## src/smc_pkg.sv

```systemverilog
// Constants for the sleep mode controller: register map, field layout, mode codes, timing.
// Assumes a 125 MHz pclk; all times are converted to pclk cycles here.
package smc_pkg;
   // ----------------------------------------------------------------
   // Register map
   // ----------------------------------------------------------------
   localparam logic [7:0] SMC_OFF_CTRL = 8'h00;
   localparam logic [7:0] SMC_OFF_CFG = 8'h04;
   localparam logic [7:0] SMC_OFF_STATUS = 8'h08;
   localparam logic [7:0] SMC_CTRL_RESET = 8'h00;
   localparam logic [7:0] SMC_CFG_RESET = 8'h00;
   localparam int SMC_SE_POS = 7;
   localparam int SMC_SM_MSB = 6;
   localparam int SMC_SM_LSB = 4;
   // Configuration word: clock source fuses [3:0], startup fuses [5:4], crystal flag [6],
   // ADC enable [7], timer 2 async clock [8].
   localparam int SMC_CFG_CLOCK_SOURCE_FUSES_LSB = 0;
   localparam int SMC_CFG_SUT_LSB = 4;
   localparam int SMC_CFG_XTAL_POS = 6;
   localparam int SMC_CFG_ADCEN_POS = 7;
   localparam int SMC_CFG_AS2_POS = 8;
   localparam logic [3:0] SMC_CLOCK_SOURCE_FUSES_EXT = 4'h0;
   // ----------------------------------------------------------------
   // Mode codes
   // ----------------------------------------------------------------
   localparam logic [2:0] SMC_M_IDLE = 3'h0;
   localparam logic [2:0] SMC_M_ADCNR = 3'h1;
   localparam logic [2:0] SMC_M_PDOWN = 3'h2;
   localparam logic [2:0] SMC_M_PSAVE = 3'h3;
   localparam logic [2:0] SMC_M_STBY = 3'h6;
   localparam logic [2:0] SMC_M_XSTBY = 3'h7;
   // ----------------------------------------------------------------
   // Timing
   // ----------------------------------------------------------------
   localparam int SMC_CLK_MHZ = 125;
   localparam int SMC_WAKE_CK = 6;
   localparam int SMC_HALT_CK = 4;
   localparam int SMC_SUT_SHORT_US = 4100;
   localparam int SMC_SUT_LONG_US = 65000;
   localparam int SMC_SUT_SHORT_CYC = SMC_SUT_SHORT_US * SMC_CLK_MHZ;
   localparam int SMC_SUT_LONG_CYC = SMC_SUT_LONG_US * SMC_CLK_MHZ;
   typedef enum logic [4:0] {
      SMC_RUN = 5'b00001,
      SMC_SLEEP = 5'b00010,
      SMC_WAKE = 5'b00100,
      SMC_HALT = 5'b01000,
      SMC_BOOT = 5'b10000
   } smc_state_t;
endpackage

```

## src/smc_sleep_ctrl.sv

```systemverilog
// Sleep mode controller: decodes sleep enable and mode, gates clock domains on the sleep
// command, wakes on the sources permitted in each mode and times the restart.
// Assumes wake sources are synchronous to pclk and the core holds its state while gated.
// Function
// Sleep is entered only if sleep enable is set when the sleep command arrives.
// Mode code 000 idle, 001 ADC quiet, 010/011 down/save, 110/111 standby, 10x reserved.
// Standby modes allowed only with a crystal or resonator clock source.
// After wake the core stays halted four cycles beyond startup, then takes the interrupt.
// Register file and SRAM keep their contents across sleep; only clocks are gated.
// A reset during sleep wakes the device and execution starts from the reset vector.
// Idle stops only core and program memory clocks.
// Idle wakes on external and internal peripheral interrupts.
// With ADC enabled, entering idle or ADC quiet mode starts a conversion.
// ADC quiet mode also stops the peripheral clock; ADC and async logic stay.
// ADC quiet wakes on ADC, resets, TWI match, timer 2, SPM/EEPROM, ext lines.
// Power-down stops the oscillator and all generated clocks.
// Power-down wakes on resets, TWI match, level lines 0/1, or line 2.
// A level wake source must hold its level until recognised.
// Power-down wake is delayed by the fuse-selected startup period. The code uses SMC_WAKE_CK (6 cycles) for every clock source fuse setting.
// Power-save equals power-down but timer 2 runs when async clocked.
// Timer 2 wakes power-save only with its enable and global enable set.
// Software prefers power-down when timer 2 is not async clocked.
// Clock source fuses 0000 select the external clock input.
// External clock wake takes 6 cycles; reset delays none, 4.1 ms, 65 ms.
// The clock source holds reset during frequency jumps over 2 percent.
// Software sets sleep enable just before sleep and clears it after waking.
// Standby keeps the oscillator; extended standby is power-save with oscillator on.
// Standby wakes in six clock cycles.
// Sleep with a reserved or unavailable mode code does nothing.
`timescale 1ns/1ps
module smc_sleep_ctrl #(
   parameter int SUT_SHORT_CYC = smc_pkg::SMC_SUT_SHORT_CYC,
   parameter int SUT_LONG_CYC = smc_pkg::SMC_SUT_LONG_CYC
) (
   // Clock and reset
   input wire logic pclk,
   input wire logic presetn,
   // APB slave
   input wire logic psel,
   input wire logic penable,
   input wire logic pwrite,
   input wire logic [7:0] paddr,
   input wire logic [31:0] pwdata,
   output logic [31:0] prdata,
   output logic pready,
   output logic pslverr,
   // Core
   input wire logic sleep_cmd,
   output logic core_run,
   output logic irq_take,
   output logic reset_vector,
   // Wake sources
   input wire logic ext_rst_req,
   input wire logic ext_irq_line_0,
   input wire logic ext_irq_line_1,
   input wire logic ext_irq_line_2,
   input wire logic twi_match_irq,
   input wire logic timer2_irq,
   input wire logic timer2_irq_en,
   input wire logic global_irq_en,
   input wire logic adc_done_irq,
   input wire logic spm_ee_ready_irq,
   input wire logic other_io_irq,
   // Clock domain enables
   output logic core_clock_domain,
   output logic program_memory_clock_domain,
   output logic peripheral_clock_domain,
   output logic adc_clock_domain,
   output logic async_clock_domain,
   output logic main_osc_en,
   output logic adc_start
);
   // ----------------------------------------------------------------
   // Registers
   // ----------------------------------------------------------------
   logic [7:0] ctrl_q;
   logic [8:0] cfg_q;
   smc_pkg::smc_state_t state_q;
   logic [2:0] mode_q;
   logic from_reset_q;
   logic [31:0] cnt_q;
   logic wr_en;
   logic wake_src;
   logic wake_mode_ok;
   logic [2:0] sm_code;
   logic [3:0] clock_source_fuses;
   logic [1:0] startup_delay_fuses;
   logic xtal;

   assign wr_en = psel && penable && pwrite;
   assign pready = 1'b1;
   assign sm_code = ctrl_q[smc_pkg::SMC_SM_MSB:smc_pkg::SMC_SM_LSB];
   assign clock_source_fuses = cfg_q[smc_pkg::SMC_CFG_CLOCK_SOURCE_FUSES_LSB +: 4];
   assign startup_delay_fuses = cfg_q[smc_pkg::SMC_CFG_SUT_LSB +: 2];
   assign xtal = cfg_q[smc_pkg::SMC_CFG_XTAL_POS];

   // Fuse bits are only written while running so a restart delay never shifts mid-wake.
   always_ff @(posedge pclk or negedge presetn) begin
      if (!presetn) begin
         ctrl_q <= smc_pkg::SMC_CTRL_RESET;
         cfg_q <= {1'b0, smc_pkg::SMC_CFG_RESET};
      end else if (wr_en) begin
         if (paddr == smc_pkg::SMC_OFF_CTRL) begin
            ctrl_q <= pwdata[7:0];
         end else if (paddr == smc_pkg::SMC_OFF_CFG && state_q == smc_pkg::SMC_RUN) begin
            cfg_q <= pwdata[8:0];
         end
      end
   end

   always_comb begin
      prdata = 32'h0000_0000;
      pslverr = 1'b0;
      if (psel && penable) begin
         unique case (paddr)
            smc_pkg::SMC_OFF_CTRL: prdata = {24'h00_0000, ctrl_q};
            smc_pkg::SMC_OFF_CFG: prdata = {23'h00_0000, cfg_q};
            smc_pkg::SMC_OFF_STATUS: prdata = {24'h00_0000, from_reset_q, mode_q, 3'h0,
                                               state_q == smc_pkg::SMC_SLEEP};
            default: pslverr = 1'b1;
         endcase
      end
   end

   // ----------------------------------------------------------------
   // Entry decode
   // ----------------------------------------------------------------
   function automatic logic mode_legal(input logic [2:0] m, input logic x);
      unique case (m)
         smc_pkg::SMC_M_IDLE, smc_pkg::SMC_M_ADCNR, smc_pkg::SMC_M_PDOWN,
         smc_pkg::SMC_M_PSAVE: mode_legal = 1'b1;
         smc_pkg::SMC_M_STBY, smc_pkg::SMC_M_XSTBY: mode_legal = x;
         default: mode_legal = 1'b0;
      endcase
   endfunction

   // ----------------------------------------------------------------
   // Wake decode
   // ----------------------------------------------------------------
   // The two-wire match and external lines reach here already qualified by sense logic.
   always_comb begin
      logic t2ok;
      logic ext;
      t2ok = timer2_irq && timer2_irq_en && global_irq_en;
      ext = ext_irq_line_0 || ext_irq_line_1 || ext_irq_line_2;
      unique case (mode_q)
         smc_pkg::SMC_M_IDLE:
            wake_mode_ok = ext || twi_match_irq || timer2_irq || adc_done_irq
                           || spm_ee_ready_irq || other_io_irq;
         smc_pkg::SMC_M_ADCNR:
            wake_mode_ok = ext || twi_match_irq || timer2_irq || adc_done_irq
                           || spm_ee_ready_irq;
         smc_pkg::SMC_M_PSAVE, smc_pkg::SMC_M_XSTBY:
            wake_mode_ok = ext || twi_match_irq
                           || (cfg_q[smc_pkg::SMC_CFG_AS2_POS] && t2ok);
         default:
            wake_mode_ok = ext || twi_match_irq;
      endcase
   end
   assign wake_src = wake_mode_ok;

   function automatic logic [31:0] wake_cycles(input logic [2:0] m, input logic [3:0] ck);
      if (m == smc_pkg::SMC_M_STBY || m == smc_pkg::SMC_M_XSTBY) begin
         wake_cycles = 32'(smc_pkg::SMC_WAKE_CK);
      end else if (m == smc_pkg::SMC_M_PDOWN || m == smc_pkg::SMC_M_PSAVE) begin
         // Only the external clock timing is modelled; other sources reuse it.
         wake_cycles = (ck == smc_pkg::SMC_CLOCK_SOURCE_FUSES_EXT) ? 32'(smc_pkg::SMC_WAKE_CK)
                                                       : 32'(smc_pkg::SMC_WAKE_CK);
      end else begin
         wake_cycles = 32'h0000_0001;
      end
   endfunction

   function automatic logic [31:0] boot_cycles(input logic [1:0] s);
      unique case (s)
         2'h1: boot_cycles = 32'(SUT_SHORT_CYC);
         2'h2: boot_cycles = 32'(SUT_LONG_CYC);
         default: boot_cycles = 32'h0000_0001;
      endcase
   endfunction

   // ----------------------------------------------------------------
   // Sequencer
   // ----------------------------------------------------------------
   // A reset request is honoured in every state; the register file is never touched.
   always_ff @(posedge pclk or negedge presetn) begin
      if (!presetn) begin
         state_q <= smc_pkg::SMC_RUN;
         mode_q <= smc_pkg::SMC_M_IDLE;
         cnt_q <= 32'h0000_0000;
         from_reset_q <= 1'b0;
      end else if (ext_rst_req) begin
         state_q <= smc_pkg::SMC_BOOT;
         cnt_q <= boot_cycles(startup_delay_fuses);
         from_reset_q <= 1'b1;
      end else begin
         unique case (state_q)
            smc_pkg::SMC_RUN: begin
               if (sleep_cmd && ctrl_q[smc_pkg::SMC_SE_POS] && mode_legal(sm_code, xtal)) begin
                  state_q <= smc_pkg::SMC_SLEEP;
                  mode_q <= sm_code;
                  from_reset_q <= 1'b0;
               end
            end
            smc_pkg::SMC_SLEEP: begin
               if (wake_src) begin
                  state_q <= smc_pkg::SMC_WAKE;
                  cnt_q <= wake_cycles(mode_q, clock_source_fuses);
               end
            end
            smc_pkg::SMC_WAKE: begin
               if (cnt_q <= 32'h0000_0001) begin
                  state_q <= smc_pkg::SMC_HALT;
                  cnt_q <= 32'(smc_pkg::SMC_HALT_CK);
               end else begin
                  cnt_q <= cnt_q - 32'h0000_0001;
               end
            end
            smc_pkg::SMC_HALT, smc_pkg::SMC_BOOT: begin
               if (cnt_q <= 32'h0000_0001) begin
                  state_q <= smc_pkg::SMC_RUN;
               end else begin
                  cnt_q <= cnt_q - 32'h0000_0001;
               end
            end
         endcase
      end
   end

   // ----------------------------------------------------------------
   // Outputs
   // ----------------------------------------------------------------
   logic asleep;
   logic adc_start_q;
   logic irq_take_q;
   logic rv_q;
   assign asleep = (state_q == smc_pkg::SMC_SLEEP) || (state_q == smc_pkg::SMC_WAKE);
   assign core_run = state_q == smc_pkg::SMC_RUN;
   assign core_clock_domain = !asleep;
   assign program_memory_clock_domain = !asleep;
   assign peripheral_clock_domain = !asleep || mode_q == smc_pkg::SMC_M_IDLE;
   assign adc_clock_domain = !asleep || mode_q == smc_pkg::SMC_M_IDLE
                             || mode_q == smc_pkg::SMC_M_ADCNR;
   assign async_clock_domain = adc_clock_domain || (cfg_q[smc_pkg::SMC_CFG_AS2_POS]
                               && (mode_q == smc_pkg::SMC_M_PSAVE
                               || mode_q == smc_pkg::SMC_M_XSTBY));
   assign main_osc_en = !asleep || mode_q == smc_pkg::SMC_M_IDLE
                        || mode_q == smc_pkg::SMC_M_ADCNR
                        || mode_q == smc_pkg::SMC_M_STBY
                        || mode_q == smc_pkg::SMC_M_XSTBY;
   assign adc_start = adc_start_q;
   assign irq_take = irq_take_q;
   assign reset_vector = rv_q;

   always_ff @(posedge pclk or negedge presetn) begin
      if (!presetn) begin
         adc_start_q <= 1'b0;
         irq_take_q <= 1'b0;
         rv_q <= 1'b0;
      end else begin
         adc_start_q <= state_q == smc_pkg::SMC_RUN && !ext_rst_req && sleep_cmd
                        && ctrl_q[smc_pkg::SMC_SE_POS] && cfg_q[smc_pkg::SMC_CFG_ADCEN_POS]
                        && (sm_code == smc_pkg::SMC_M_IDLE
                        || sm_code == smc_pkg::SMC_M_ADCNR);
         irq_take_q <= state_q == smc_pkg::SMC_HALT && !ext_rst_req && cnt_q <= 32'h0000_0001;
         rv_q <= state_q == smc_pkg::SMC_BOOT && !ext_rst_req && cnt_q <= 32'h0000_0001;
      end
   end
endmodule

```

## config.mk

```make
export PLATFORM = sky130hd
export DESIGN_NAME = smc_sleep_ctrl
export DESIGN_NICKNAME = d
export VERILOG_FILES = /design/src/smc_pkg.sv /design/src/smc_sleep_ctrl.sv
export SDC_FILE = /design/constraint.sdc
export NUM_CORES = 1
export LEC_CHECK = 0
export BUFFER_PORTS_ARGS = -buffer_cell sky130_fd_sc_hd__buf_2
export CORE_ASPECT_RATIO = 0.9
export CORE_MARGIN = 1.5
export CORE_UTILIZATION = 57
export CTS_CLUSTER_DIAMETER = 150
export DETAILED_ROUTE_END_ITERATION = 8
export MAX_ROUTING_LAYER = met4
export PLACE_DENSITY = 0.86
export SKIP_LAST_GASP = 1
export SLEW_MARGIN = 20
export SYNTH_ARGS = -nofsm -noshare
export SYNTH_HDL_FRONTEND = slang
export SYNTH_SLANG_ARGS = --single-unit
```

## constraint.sdc

```tcl
create_clock -name pclk -period 6.7 [get_ports pclk]
set_input_delay 0.67 -clock pclk [delete_from_list [all_inputs] [get_ports pclk]]
set_output_delay 0.67 -clock pclk [all_outputs]
set_load 0.02 [all_outputs]
```

## Word level (Yosys, flattened, before mapping)

Index checks and enable logic that the tools add are counted.

| storage, ports and cells | value |
|---|---|
| bits in registers | 61 |
| input port bits | 57 |
| output and inout bits | 44 |
| word-level logic and storage cells | 117 |

| operators by class | value |
|---|---|
| add/sub/neg operators | 1 |
| $lt $le $gt $ge | 1 |
| eq/ne operators | 24 |
| mux-type cells | 25 |
| bitwise logic cells | 2 |
| reduce and logical (&&, ||, !) cells | 55 |

Operator list:

| kind | number |
|---|---|
| $mux 32 | 4 |
| $pmux 32 s3 | 1 |
| $pmux 23 s2 | 1 |
| $le 32x1->1 const B | 1 |
| $sub 32x1->32 const B | 1 |
| $pmux 9 s3 | 1 |
| $mux 5 | 5 |
| $pmux 5 s4 | 1 |
| $logic_and 1x1->1 | 18 |
| $logic_or 1x1->1 | 18 |
| $eq 3x2->1 const B | 4 |
| $eq 3x3->1 const B | 4 |
| $mux 9 | 1 |
| $ne 3x3->1 const B | 3 |
| $reduce_and 3->1 | 3 |
| $eq 8x3->1 const B | 1 |
| $eq 8x4->1 const B | 1 |
| $logic_not 8->1 | 1 |
| $mux 1 | 7 |
| $eq 3x1->1 const B | 2 |
| $logic_not 3->1 | 2 |
| $mux 3 | 2 |
| $reduce_or 2->1 | 3 |
| $eq 5x1->1 const B | 1 |
| other kinds (18) | 22 |

## Logic depth before layout (Yosys ltp)

| logic depth | value |
|---|---|
| depth after elaboration | 11 |
| gate-level depth with buffers | 9 |
| depth with buffers taken out | 8 |

## Least setup slack after synthesis

OpenSTA, ideal clock, no wires.

| path | value |
|---|---|
| path type | input -> output |
| start point | input port paddr[5] |
| end point | output port prdata[1] |
| data arrival time | 2,148 ps |
| required time | 6,030 ps |
| setup slack | 3,882 ps |
| cell stages on the path | 4 |
| buffers on the path | 0 |
| cell sequence | or4_1 nor3_1 nand3_1 nor3_1 |

| on the way | value |
|---|---|
| word-level cells in the longest chain between the ends | 3 |
| elaborated cells between the ends (all ways) | 5 |
| those cells by class | eq/ne (2); mux (2); reduce/logical (1) |

Ends and longest elaborated chain:

| what | line | RTL |
|---|---|---|
| start, declared | smc_sleep_ctrl.sv:42 | `input wire logic [7:0] paddr,` |
| $eq 8x4->1 (tied with other cells) | smc_sleep_ctrl.sv:115 | `unique case (paddr)` |
| $pmux 9 s3 * | smc_sleep_ctrl.sv:115 |  |
| $mux 9 * | smc_sleep_ctrl.sv:114 | `if (psel && penable) begin` |
| end, declared | smc_sleep_ctrl.sv:44 | `output logic [31:0] prdata,` |

Every way passes the cells marked *; elsewhere a longest branch is shown, timed or not.

## Worst setup path after layout

| path | value |
|---|---|
| start point | register cnt_q[4] |
| end point | register cnt_q[3] |

| on the way | value |
|---|---|
| word-level cells in the longest chain between the ends | 4 |
| elaborated cells between the ends (all ways) | 6 |
| those cells by class | order compare (1); eq/ne (1); mux (3); reduce/logical (1) |

Ends and longest elaborated chain:

| what | line | RTL |
|---|---|---|
| start, declared | smc_sleep_ctrl.sv:81 | `logic [31:0] cnt_q;` |
| start signal, assigned | smc_sleep_ctrl.sv:194 | `cnt_q <= boot_cycles(startup_delay_fuses);` |
| start signal, assigned | smc_sleep_ctrl.sv:208 | `cnt_q <= wake_cycles(mode_q, clock_source_fuses);` |
| start signal, assigned | smc_sleep_ctrl.sv:214 | `cnt_q <= 32'(smc_pkg::SMC_HALT_CK);` |
| $le 32x1->1 * | smc_sleep_ctrl.sv:212, smc_sleep_ctrl.sv:220 |  |
| $mux 32 | smc_sleep_ctrl.sv:212 | `if (cnt_q <= 32'h0000_0001) begin` |
| $pmux 32 s3 | smc_sleep_ctrl.sv:197 | `unique case (state_q)` |
| $mux 32 | smc_sleep_ctrl.sv:192 | `end else if (ext_rst_req) begin` |

Marked as above.
A chain may end at the register's enable or synchronous reset.

==> results.py <==
metrics = {
    "status": {
        "outcome": "complete, no violations",
    },
    "timing": {
        "layout_min_cycle_time_ns": 3.28,
        "setup_viol": 0,
        "maxSlewViolCount": 0,
        "timing.hold.ws_ns": 0.479,
        "fin_tns_setup_ns": 0,
        "max_slew_margin_pct": 20.6,
        "fin_skew_ns": 0.0115,
        "worst_slack_ns": 3.42,
        "fin_crit_sh_pct": 49.0,
        "rsz0062_at_grt": "false",
        "fmax_ghz": 0.304,
        "finalHoldViolCount": 0,
        "worst_pin_slew_ns": 1.19,
    },
    "synth": {
        "synth-main-ff-cell": "dfrtp_1",
        "synth_area_per_cell_um2": 8.99,
        "ys_ff_latch": 61,
        "synth_cell_types": 60,
        "synthArstFlopShare_pct": 100,
        "synth_edf_count": 0,
        "synthCells": 422,
        "synthTopCellsByArea": "dfrtp_1 (40%), mux2_2 (5.9%), buf_4 (5.1%)",
        "yosys_warnings": 0,
        "ys_seq_area_share_pct": 40.3,
        "yosysTopAreaCell": "dfrtp_1",
        "syn_area_um2": 3790,
        "synth_top_cell_area_share_pct": 39.6,
    },
    "worst_hold_path": {
        "hp-class": "in2async",
    },
    "global_route": {
        "grt_pass1_wl_um": 14300,
        "grt_usage_pct": 26.6,
        "grt_pass1_vias": 3119,
        "grt_start_max_net_pins": 62,
        "antenna_found_initial": 0,
        "gr-total-overflow": 0,
    },
    "cells_and_area": {
        "antenna_cells": 0,
        "fin_cells": 557,
        "area_growth_pct": 9.77,
        "drive_gt1_share_pct": 21.4,
        "nNetsFinal": 524,
    },
    "critical_path": {
        "crit_chain": "nor4_1 -> o211ai_1 -> nor4_4 -> a21o_1 -> o21ai_0 -> a221o_1",
        "critical-path-top-delay-family": "compound AO/OA/AOI/OAI gates",
        "rr_startpoint": "cnt_q[4]$_DFFE_PN0P_",
        "slowest_stage": "nor4_1",
        "critPathBufInv": 0,
        "crit_arrival_ns": 3.52,
        "cp.depth": 6,
        "r2r-end": "cnt_q[3]$_DFFE_PN0P_",
        "crit_required_ns": 6.93,
        "startpoint": "cnt_q[4]$_DFFE_PN0P_",
        "start_kind": "flip-flop",
        "rr_worst_depth": 6,
        "critPathCaptureType": "flip-flop",
        "max_stage_delay_ns": 0.78,
        "worstSetupEndpoint": "cnt_q[3]$_DFFE_PN0P_",
        "r2r_setup_slack_ns": 3.42,
        "cp_max_fo": 20,
        "crit_type": "reg2reg",
    },
    "placement": {
        "gp_congestion": 0.905,
        "dpl_worst_slack_ns": 3.56,
        "io_buffers": 53,
        "dp_hpwl_um": 6080,
        "dp_cells": 542,
    },
    "power": {
        "powerDensity_nw_per_um2": 491,
        "intPower_w": 0.00103,
        "p_sw_share_pct": 49.5,
        "power_frac_comb_pct": 55.9,
        "p_seq_share_pct": 28.0,
        "leakage_nw": 2.07,
        "power_frac_clock_pct": 16.1,
        "p_sw_w": 0.00101,
        "vdd_drop_max_mv": 0.210,
    },
    "routing": {
        "ant_nets": 0,
        "finalWirelength_um": 8760,
        "first_iter_violations": 373,
        "wl_per_cell_um": 15.7,
        "drc_errors": 0,
        "vias_per_cell": 6.00,
        "first_pass_iters": 6,
        "vias": 3343,
    },
    "clock_tree": {
        "cts_resized": 0,
        "numCtsBuffers": 9,
        "clockBufferDepth": 2,
        "cts.clk_slew.worst_paths_ns": 0.07,
        "worstSkewPairLatency_ns": 0.34,
        "htreeDepth": 3,
        "cts_tree": "yes",
        "cts.sinks": 61,
        "cts-root-buf": "clkbuf_8",
        "cts_setup_buffers": 0,
        "cts_hold_buf": 0,
    },
    "die": {
        "core_area_um2": 6520,
        "dieArea_um2": 7150,
        "start_util_pct": 58.2,
        "rows": 28,
        "fp.dieH_um": 80.4,
        "ios": 101,
        "chipWidth_um": 89.0,
    },
    "job": {
        "max_cap_violations": 0,
    },
}
[how the worst min path moves through the flow]
stage	cells after the start	to	from	slack [ns]
2_1_floorplan	0	adc_start$_DFF_PN0_	presetn	0.37
3_3_place_gp	1	cnt_q[21]$_DFFE_PN0P_	cnt_q[21]$_DFFE_PN0P_	0.46
3_5_place_dp	1	cnt_q[21]$_DFFE_PN0P_	cnt_q[21]$_DFFE_PN0P_	0.47
4_1_cts	1	cnt_q[21]$_DFFE_PN0P_	cnt_q[21]$_DFFE_PN0P_	0.49
5_1_grt	1	cnt_q[21]$_DFFE_PN0P_	cnt_q[21]$_DFFE_PN0P_	0.50
6_report	2	cnt_q[27]$_DFFE_PN0P_	presetn	0.48
[power groups by stage]
stage	registers (W)	logic (W)	clock network, W
after floorplan	0.000537	0.000954	0
after global placement	0.000565	0.00107	0
after detailed placement	0.000572	0.00111	0
after CTS	0.000566	0.00112	0.000331
after global routing	0.000587	0.00125	0.000348
final	0.000572	0.00114	0.000329
[cells by family after synthesis]
kind of cell             after synthesis  share of synthesized area, %
AO/OA/AOI/OAI                        102                          18.2
XOR/XNOR                               4                         0.924
adder cells (fa/ha/maj)                4                          1.32
buffers and inverters                 64                          9.60
flip-flops                            61                          40.3
multiplexers                          29                          8.31
other                                  2                         0.198
AND/OR/NAND/NOR                      156                          21.1
[synthesized netlist by cell type, types with 2 or more instances]
| cell type | number |
|---|---|
| dfrtp_1 | 60 |
| nor2_1 | 43 |
| nand2_1 | 27 |
| o21ai_0 | 27 |
| buf_4 | 26 |
| nor3_1 | 26 |
| mux2_2 | 20 |
| a21oi_1 | 18 |
| inv_1 | 18 |
| nor4_1 | 14 |
| clkbuf_1 | 13 |
| nand3_1 | 11 |
| mux2i_1 | 9 |
| a21o_1 | 8 |
| or4_1 | 6 |
| a211o_1 | 5 |
| a31oi_1 | 5 |
| o2bb2ai_1 | 5 |
| or3_1 | 5 |
| ha_1 | 4 |
| o211ai_1 | 4 |
| o31ai_1 | 4 |
| a211oi_1 | 3 |
| and3_1 | 3 |
| buf_2 | 3 |
| buf_6 | 3 |
| nor2b_1 | 3 |
| or2_2 | 3 |
| a221o_1 | 2 |
| a22o_1 | 2 |
| a31o_2 | 2 |
| and4_1 | 2 |
| conb_1 | 2 |
| nand2b_1 | 2 |
| nand4_1 | 2 |
| nor4b_1 | 2 |
| o2111ai_1 | 2 |
| o21a_1 | 2 |
| o21ai_1 | 2 |
| o22ai_1 | 2 |
| xnor2_1 | 2 |
| xor2_1 | 2 |
[state kept, by name, summed over array words and instances (netlist names)]
register      cells
adc_start         1
from_reset_q      1
mode_q            3
cnt_q            32
cfg_q             9
ctrl_q            8
irq_take          1
state_q           5
reset_vector      1
[final cells by class]
type	instances	area (um^2)
sequential	61	1530
tap	90	113
clock buffer	11	151
inverter	18	67.6
clock inverter	4	47.5
multi-input combinational	319	1980
timing repair buffer	54	273
fill	540	2350
[per-stage QoR]
| stage | util, % | area (um^2) | power, W |
|---|---|---|---|
| floorplan | - | 3870 | 0.00149 |
| global placement | 60.8 | 3960 | 0.00163 |
| detailed placement | 60.8 | 3960 | 0.00168 |
| CTS | 63.9 | 4160 | 0.00202 |
| global route | 63.9 | 4160 | 0.00219 |
| finish | 63.9 | 4160 | 0.00204 |
[per-layer routing]
layer,vias to the layer above,track usage (%),share of wire [%]
li1,1561,-,-
met1,1622,33.5,43
met2,142,42.3,50
met3,18,6.89,6.4
met4,0,7.85,1.4
met5,-,-,0
[cells in the final DEF, fill, tap and decap left out, types with 14 or more instances in the layout]
cell type,instances
a21oi_1,18
inv_1,18
nor2_1,43
nor3_1,26
nor4_1,14
o21ai_0,27
buf_2,53
conb_1,24
nand2_1,27
dfrtp_1,60
mux2_2,20
Power figures use the tool's default switching activity.
